### src/xcvr_pkg.sv
/*
  Shared constants for the dual octal registered transceiver: port width,
  clock rate, bus geometry, register offsets, field positions and reset values.
  Assumes a 32-bit Avalon-MM slave with byte addressing on a 25 MHz clock.
*/
package xcvr_pkg;

  // Data path width of each port
  localparam int PORT_W = 8;

  // Clock of the register and sampling logic
  localparam int CLK_MHZ = 25;
  localparam int CLK_PERIOD_NS = 1000 / CLK_MHZ;

  // Register bus geometry
  localparam int BUS_ADDR_W = 4;
  localparam int BUS_DATA_W = 32;
  localparam int BUS_BE_W = 4;

  // Register byte offsets
  localparam logic [BUS_ADDR_W-1:0] CTRL_OFFSET = 4'h0;
  localparam logic [BUS_ADDR_W-1:0] STATUS_OFFSET = 4'h4;
  localparam logic [BUS_ADDR_W-1:0] STORE_OFFSET = 4'h8;
  localparam logic [BUS_ADDR_W-1:0] COUNT_OFFSET = 4'hC;

  // Control register fields
  localparam int CTRL_FWD_ALLOW_BIT = 0;
  localparam int CTRL_REV_ALLOW_BIT = 1;
  localparam logic [1:0] CTRL_RESET = 2'h3;

  // Status register fields
  localparam int STAT_FWD_LOADED_BIT = 0;
  localparam int STAT_REV_LOADED_BIT = 1;
  localparam int STAT_FWD_DRIVE_BIT = 2;
  localparam int STAT_REV_DRIVE_BIT = 3;
  localparam int STAT_FWD_ENABLE_N_BIT = 4;
  localparam int STAT_REV_ENABLE_N_BIT = 5;

  // Store register fields: forward store low byte, reverse store next byte
  localparam int STORE_FWD_LSB = 0;
  localparam int STORE_REV_LSB = 8;

  // Capture counters, one half word per direction
  localparam int COUNT_W = 16;
  localparam int COUNT_FWD_LSB = 0;
  localparam int COUNT_REV_LSB = 16;

  // Reset values
  localparam logic [PORT_W-1:0] STORE_RESET = 8'h00;
  localparam logic [COUNT_W-1:0] COUNT_RESET = 16'h0000;
  localparam logic [BUS_DATA_W-1:0] READ_RESET = 32'h0000_0000;

  // Direction indices
  localparam int DIR_FWD = 0;
  localparam int DIR_REV = 1;
  localparam int DIR_N = 2;

endpackage
### src/capture_lane.sv
/*
  One transfer direction: synchronises its capture clock, capture enable,
  drive enable and source bits, stores the source on a qualified rising
  capture clock edge and drives the stored bits out while enabled.
  Assumes the pin clock is slow against clk (high and low each >= 3 clk periods).
*/
`timescale 1ns/1ps
module capture_lane
  import xcvr_pkg::*;
#(
  parameter int W = PORT_W
) (
  input wire logic clk,
  input wire logic rstn,
  input wire logic cap_clk,
  input wire logic cap_en_n,
  input wire logic drv_en_n,
  input wire logic drive_allow,
  input wire logic [W-1:0] src,
  output logic [W-1:0] store_q,
  output logic loaded_q,
  output logic capture_q,
  output logic drive_q,
  output logic drv_en_n_q
);

  logic clk_s1_q, clk_s2_q, clk_s3_q;
  logic en_s1_q, en_s2_q;
  logic drv_s1_q;
  logic [W-1:0] src_s1_q, src_s2_q;
  logic capture_d;

  // Two-stage synchronisers; first stages are read only by second stages
  always_ff @(posedge clk or negedge rstn) begin
    if (!rstn) begin
      clk_s1_q <= 1'b0;
      clk_s2_q <= 1'b0;
      clk_s3_q <= 1'b0;
      en_s1_q <= 1'b1;
      en_s2_q <= 1'b1;
      drv_s1_q <= 1'b1;
      drv_en_n_q <= 1'b1;
      src_s1_q <= STORE_RESET;
      src_s2_q <= STORE_RESET;
    end else begin
      clk_s1_q <= cap_clk;
      clk_s2_q <= clk_s1_q;
      clk_s3_q <= clk_s2_q; // Edge history for the detector
      en_s1_q <= cap_en_n;
      en_s2_q <= en_s1_q;
      drv_s1_q <= drv_en_n;
      drv_en_n_q <= drv_s1_q;
      src_s1_q <= src;
      src_s2_q <= src_s1_q;
    end
  end

  // Rising capture edge with enable low; drive state plays no part
  assign capture_d = clk_s2_q && !clk_s3_q && !en_s2_q;

  // Storage register: loads uninverted on a qualified edge, holds otherwise
  always_ff @(posedge clk or negedge rstn) begin
    if (!rstn) begin
      store_q <= STORE_RESET; // Software must not rely on this value
    end else if (capture_d) begin
      store_q <= src_s2_q;
    end
  end // Holds when enable is high or no edge arrives

  // Loaded flag shows whether the store has ever captured since reset
  always_ff @(posedge clk or negedge rstn) begin
    if (!rstn) begin
      loaded_q <= 1'b0;
    end else if (capture_d) begin
      loaded_q <= 1'b1;
    end
  end

  // One-cycle capture pulse for the counters
  always_ff @(posedge clk or negedge rstn) begin
    if (!rstn) begin
      capture_q <= 1'b0;
    end else begin
      capture_q <= capture_d;
    end
  end

  // Drivers on only while the drive enable pin is low and software allows
  // Reads the second sync stage, so the drivers follow the pin three clocks late
  always_ff @(posedge clk or negedge rstn) begin
    if (!rstn) begin
      drive_q <= 1'b0;
    end else begin
      drive_q <= !drv_en_n_q && drive_allow;
    end
  end

endmodule

### src/dual_octal_registered_transceiver.sv
/*
  Top of the dual octal registered transceiver: two capture lanes (forward
  left to right, reverse right to left), split bidirectional ports and an
  Avalon-MM slave with control, status, store and counter registers.
  Assumes the surroundings resolve each port wire from out/oe and feed the
  resolved level back on the matching input; all pin inputs are asynchronous.

*/
// Chosen here: register access over Avalon-MM and the register offsets.
`timescale 1ns/1ps
module dual_octal_registered_transceiver
  import xcvr_pkg::*;
#(
  parameter int W = PORT_W
) (
  input wire logic clk,
  input wire logic rstn,
  // Capture and drive controls, active low enables
  input wire logic fwd_capture_clock,
  input wire logic rev_capture_clock,
  input wire logic fwd_capture_enable_n,
  input wire logic rev_capture_enable_n,
  input wire logic fwd_drive_enable_n,
  input wire logic rev_drive_enable_n,
  // Left port split into level seen, level driven and enable
  input wire logic [W-1:0] left_port_bits_in,
  output logic [W-1:0] left_port_bits_out,
  output logic [W-1:0] left_port_bits_oe,
  // Right port split the same way
  input wire logic [W-1:0] right_port_bits_in,
  output logic [W-1:0] right_port_bits_out,
  output logic [W-1:0] right_port_bits_oe,
  // Avalon-MM slave
  input wire logic [BUS_ADDR_W-1:0] avs_address,
  input wire logic avs_read,
  input wire logic avs_write,
  input wire logic [BUS_DATA_W-1:0] avs_writedata,
  input wire logic [BUS_BE_W-1:0] avs_byteenable,
  output logic [BUS_DATA_W-1:0] avs_readdata,
  output logic avs_waitrequest
);

  logic [DIR_N-1:0] lane_clk, lane_en_n, lane_drv_n, lane_allow;
  logic [DIR_N-1:0] lane_loaded, lane_capture, lane_drive, lane_drv_n_q;
  logic [W-1:0] lane_src [DIR_N];
  logic [W-1:0] lane_store [DIR_N];
  logic [COUNT_W-1:0] count_q [DIR_N];
  logic [1:0] ctrl_q;
  logic bus_req, bus_take, bus_wr;

  // Lane wiring: forward reads the left port, reverse reads the right port
  assign lane_clk = {rev_capture_clock, fwd_capture_clock};
  assign lane_en_n = {rev_capture_enable_n, fwd_capture_enable_n};
  assign lane_drv_n = {rev_drive_enable_n, fwd_drive_enable_n};
  assign lane_allow = {ctrl_q[CTRL_REV_ALLOW_BIT], ctrl_q[CTRL_FWD_ALLOW_BIT]};
  assign lane_src[DIR_FWD] = left_port_bits_in;
  assign lane_src[DIR_REV] = right_port_bits_in;

  // The two directions are identical, so one lane per direction
  for (genvar d = 0; d < DIR_N; d++) begin : g_lane
    capture_lane #(
      .W(W)
    ) u_lane (
      .clk(clk),
      .rstn(rstn),
      .cap_clk(lane_clk[d]),
      .cap_en_n(lane_en_n[d]),
      .drv_en_n(lane_drv_n[d]),
      .drive_allow(lane_allow[d]),
      .src(lane_src[d]),
      .store_q(lane_store[d]),
      .loaded_q(lane_loaded[d]),
      .capture_q(lane_capture[d]),
      .drive_q(lane_drive[d]),
      .drv_en_n_q(lane_drv_n_q[d])
    );
  end

  // Port outputs come straight from the store flops, uninverted
  assign right_port_bits_out = lane_store[DIR_FWD];
  assign left_port_bits_out = lane_store[DIR_REV];

  // Every bit of a port shares its lane's drive flop
  assign right_port_bits_oe = {W{lane_drive[DIR_FWD]}};
  assign left_port_bits_oe = {W{lane_drive[DIR_REV]}};

  // A request is answered one cycle after it is first seen
  assign bus_req = avs_read || avs_write;
  assign bus_take = bus_req && avs_waitrequest;
  assign bus_wr = avs_write && !avs_waitrequest;

  // Waitrequest drops for exactly one cycle per request
  always_ff @(posedge clk or negedge rstn) begin
    if (!rstn) begin
      avs_waitrequest <= 1'b1;
    end else begin
      avs_waitrequest <= !bus_take;
    end
  end

  // Read mux: loaded while waitrequest falls so data stands at the taking edge
  always_ff @(posedge clk or negedge rstn) begin
    if (!rstn) begin
      avs_readdata <= READ_RESET;
    end else if (bus_take && avs_read) begin
      avs_readdata <= READ_RESET;
      unique case (avs_address)
        CTRL_OFFSET: begin
          avs_readdata[CTRL_FWD_ALLOW_BIT] <= ctrl_q[CTRL_FWD_ALLOW_BIT];
          avs_readdata[CTRL_REV_ALLOW_BIT] <= ctrl_q[CTRL_REV_ALLOW_BIT];
        end
        STATUS_OFFSET: begin
          avs_readdata[STAT_FWD_LOADED_BIT] <= lane_loaded[DIR_FWD];
          avs_readdata[STAT_REV_LOADED_BIT] <= lane_loaded[DIR_REV];
          avs_readdata[STAT_FWD_DRIVE_BIT] <= lane_drive[DIR_FWD];
          avs_readdata[STAT_REV_DRIVE_BIT] <= lane_drive[DIR_REV];
          avs_readdata[STAT_FWD_ENABLE_N_BIT] <= lane_drv_n_q[DIR_FWD];
          avs_readdata[STAT_REV_ENABLE_N_BIT] <= lane_drv_n_q[DIR_REV];
        end
        STORE_OFFSET: begin
          avs_readdata[STORE_FWD_LSB +: W] <= lane_store[DIR_FWD];
          avs_readdata[STORE_REV_LSB +: W] <= lane_store[DIR_REV];
        end
        COUNT_OFFSET: begin
          avs_readdata[COUNT_FWD_LSB +: COUNT_W] <= count_q[DIR_FWD];
          avs_readdata[COUNT_REV_LSB +: COUNT_W] <= count_q[DIR_REV];
        end
        default: begin
          avs_readdata <= READ_RESET; // Unmapped offsets read as zero
        end
      endcase
    end
  end

  // Control: byte lane 0 only; lets software quiet either driver set
  always_ff @(posedge clk or negedge rstn) begin
    if (!rstn) begin
      ctrl_q <= CTRL_RESET;
    end else if (bus_wr && avs_address == CTRL_OFFSET && avs_byteenable[0]) begin
      ctrl_q <= avs_writedata[1:0];
    end
  end

  // Capture counters wrap; a write with the counter's low byte lane enabled clears it, and a capture in that same cycle leaves the count at 1
  for (genvar d = 0; d < DIR_N; d++) begin : g_count
    localparam int LSB = (d == DIR_FWD) ? COUNT_FWD_LSB : COUNT_REV_LSB;
    logic clr;
    assign clr = bus_wr && avs_address == COUNT_OFFSET && avs_byteenable[LSB/8];
    always_ff @(posedge clk or negedge rstn) begin
      if (!rstn) begin
        count_q[d] <= COUNT_RESET;
      end else if (clr && lane_capture[d]) begin
        count_q[d] <= COUNT_W'(1);
      end else if (clr) begin
        count_q[d] <= COUNT_RESET;
      end else if (lane_capture[d]) begin
        count_q[d] <= COUNT_W'(count_q[d] + COUNT_W'(1));
      end
    end
  end

endmodule

### config.mk
export PLATFORM = sky130hd
export DESIGN_NAME = dual_octal_registered_transceiver
export DESIGN_NICKNAME = d
export VERILOG_FILES = /design/src/xcvr_pkg.sv /design/src/capture_lane.sv /design/src/dual_octal_registered_transceiver.sv
export SDC_FILE = /design/constraint.sdc
export NUM_CORES = 1
export LEC_CHECK = 0
export BUFFER_PORTS_ARGS = -buffer_cell sky130_fd_sc_hd__clkbuf_2
export CAP_MARGIN = 20
export CORE_MARGIN = 1
export CORE_UTILIZATION = 53
export DETAILED_ROUTE_END_ITERATION = 10
export PLACE_DENSITY = 0.87
export SETUP_SLACK_MARGIN = 0.05
export SLEW_MARGIN = 20
export SYNTH_ARGS = -nofsm -noshare
export SYNTH_HDL_FRONTEND = slang
export SYNTH_HIERARCHICAL = 1
export SYNTH_SLANG_ARGS = --single-unit
### constraint.sdc
create_clock -name clk -period 2.5 [get_ports clk]
set_input_delay 0.25 -clock clk [delete_from_list [all_inputs] [get_ports clk]]
set_output_delay 0.25 -clock clk [all_outputs]
set_load 0.03 [all_outputs]
==> flow_summary.ini <==
[status]
outcome = finished, final reports clean

[timing]
drv_slew = 0
tightest_slew_ns = 0.659
period_share_pct = 76.0
clock.fmax_mhz = 526
hold_viol = 0
min_period_ns = 1.90
rsz0062_at_grt = no
setup-violations-final = 0
slew_headroom_pct = 56.1
finClkSkew_ns = 0.00727
fin_tns_setup_ns = 0

[detailed_routing]
drc_errors = 0
drt_iter0_drc = 249
vias = 3630
routed_wl_um = 10600
vias_per_cell = 5.25
dr.pass1.iters = 4
antenna_left = 0
wl_per_cell_um = 15.3

[final_layout]
final_cell_mix = dfrtp_1, clkbuf_2, nand2_1
area_delta_synth_final_pct = 26.5
final_common_cell = dfrtp_1
nFillCells = 708
design_area_mm2 = 0.00667
diodes = 0
nets = 614
drive_gt1_share_pct = 32.3

[logic_synthesis]
syn_inst = 425
synth.cell_area_mm2 = 0.00527
ys_warn_count = 6
synthesis.nets = 493
synth_cell_type_count = 39
synth_edf_count = 0
postSynthAreaPerCell_um2 = 12.4
synthArstFlopShare_pct = 100
ys_ff_latch = 135
ys.flop_type = dfrtp_1
ys_seq_area_share_pct = 64.3

[setup_path]
reg2reg_slack_ns = 0.60
critical_path_class = reg2reg
cp.required_ns = 2.94
cp_max_fo = 5
slowest_delay_ns = 0.55
crit_path_start = count_q[8]$_DFFE_PN0P_
cp-end-kind = flip-flop
critical-path-slowest-cell = or4_4
regToRegStartpoint = count_q[8]$_DFFE_PN0P_
worstPathCellList = nand4_2 -> or4_4 -> or4_1 -> a21oi_1
critPathTopFamily = simple AND/OR/NAND/NOR gates
crit_path_start_kind = flip-flop
worstPathArrival_ns = 2.34
critPathBufInv = 0

[die]
start_util_pct = 54.2
coreArea_mm2 = 0.00973
dieArea_mm2 = 0.0104
placementRows = 36
ios = 131
die_y_um = 102
die_x_um = 102

[clock_network]
cts-root-buf = clkbuf_8
htreeDepth = 4
cts.sinks = 135
clk_pin_slew_ns = 0.06
cts_buffer_depth = 2
worstSkewPairLatency_ns = 0.52
cts_buffers = 17
cts_resized = 0
cts_tree = yes

[global_routing]
grt_pass1_vias = 3629
grt_overflow = 0
antenna_found_initial = 0
grt_start_max_net_pins = 59
grtUsageTotal_pct = 22.9
grt_pass1_wl_um = 17400

[power]
p_per_area_mw_per_mm2 = 1000
vdd_drop_max_v = 0.000511
power.leakage_nw = 3.12

[place]
dp_hpwl_um = 6940
port_buffers = 98
place_area_mm2 = 0.00585
place_congestion = 0.846

[worst_hold_path]
hold_class = in2reg
worstHoldStart = avs_byteenable[2]

[run]
max_cap_violations = 0
sequential cells by signal (all words and copies together), names as in the netlist, 16 cells and up:
register / count
avs_readdata: 32
count_q: 32
g_lane.u_lane/src_s1_q: 16
g_lane.u_lane/src_s2_q: 16
g_lane.u_lane/store_q: 16
worst register-to-register path, cell delays in order, from the launching register on:
cell and delay (ns):
dfrtp_1 0.45, nand4_2 0.17, or4_4 0.55, or4_1 0.48
a21oi_1 0.16
cell families (layout without fill, tap and decap cells):
group	after synthesis	after routing	share of synthesized area [%]
AOI/OAI and AO/OA	43	43	5.41
xor gates and xnor gates	21	21	3.49
adders and majority gates	2	2	0.475
buffers and inverters	38	171	4.01
DFF	135	135	64.3
muxes	26	26	7.07
and+or+nand+nor	160	160	15.2
power breakdown:
| group | internal, mW | total (mW) | switching (mW) | leakage, nW |
|---|---|---|---|---|
| Clock | 1.49 | 2.33 | 0.841 | 0.269 |
| Sequential | 2.60 | 3.06 | 0.465 | 1.59 |
| Combinational | 0.537 | 1.31 | 0.770 | 1.25 |
| Total | 4.62 | 6.70 | 2.08 | 3.12 |
per-layer routing:
metal / vias up / track usage, % / routed length (um)
li1: 1690 / - / -
met5: - / 0 / 0
met2: 128 / 36.7 / 5300
met1: 1787 / 28.9 / 4420
met3: 25 / 7.45 / 671
met4: 0 / 8.92 / 188
area by class of cell:
cell class	instances	area [um2]	share of cell area (%)
clock buffers	26	478	7.16
clock inverters	5	77.6	1.16
inverters	5	18.8	0.281
multi-input cells	252	1680	25.2
flip-flops and latches	135	3390	50.8
well taps	133	166	2.49
repair buffers	135	855	12.8
synth_stat cells (all sizes together) (3+ instances only):
cell type  instances  area share [%]
o31ai              6            0.85
dfrtp            124              59
buf               16             2.4
nor4               5            0.59
a21oi              9            0.85
inv                5            0.36
or4                3            0.50
nor2b              5            0.59
clkbuf            17             1.2
nor3               7            0.66
nand2             47             3.3
nand4              8             1.5
o21ai             12             1.1
dfstp             11             5.5
and3               5            0.59
or2                3            0.36
nand3             21             2.0
or3                8            0.97
nor2              43             3.1
a22oi              4            0.57
mux2              22             5.8
a221oi            10             1.7
xor2               9             1.5
xnor2             12             2.0
metrics by stage:
stage | hold WS, ns | util [%] | cells | total power, mW | setup slack, ns
6_report | 0.104 | 68.6 | 691 | 6.70 | 0.599
5_1_grt | 0.0986 | 68.6 | 691 | 7.05 | 0.521
4_1_cts | 0.0815 | 68.6 | 691 | 6.73 | 0.600
3_5_place_dp | 0.250 | 60.1 | 633 | 4.34 | 0.620
3_3_place_gp | 0.240 | 60.1 | 633 | 4.26 | 0.682
2_1_floorplan | -0.0456 | - | 425 | 3.91 | 0.757
path summary, 6_finish.rpt:
| check | endpoint | cells after the start |
|---|---|---|
| setup / recovery | count_q[15]$_DFFE_PN0P_ | 4 |
| hold / removal | count_q[0]$_DFFE_PN0P_ | 4 |
| setup reg to reg | count_q[15]$_DFFE_PN0P_ | 4 |
| hold reg to reg | g_lane[1].u_lane/src_s2_q[5]$_DFF_PN0_ | 0 |
| max in group asynchronous | g_lane[1].u_lane/en_s1_q$_DFF_PN1_ | 3 |
| min in group asynchronous | count_q[15]$_DFFE_PN0P_ | 2 |
timing repair:
| item | in CTS | in global routing |
|---|---|---|
| endpoints found under the hold margin | 79 | 0 |
| buffers inserted | 0 | 0 |
| hold buffers | 27 | 0 |
(Power assumes the default switching activity.)
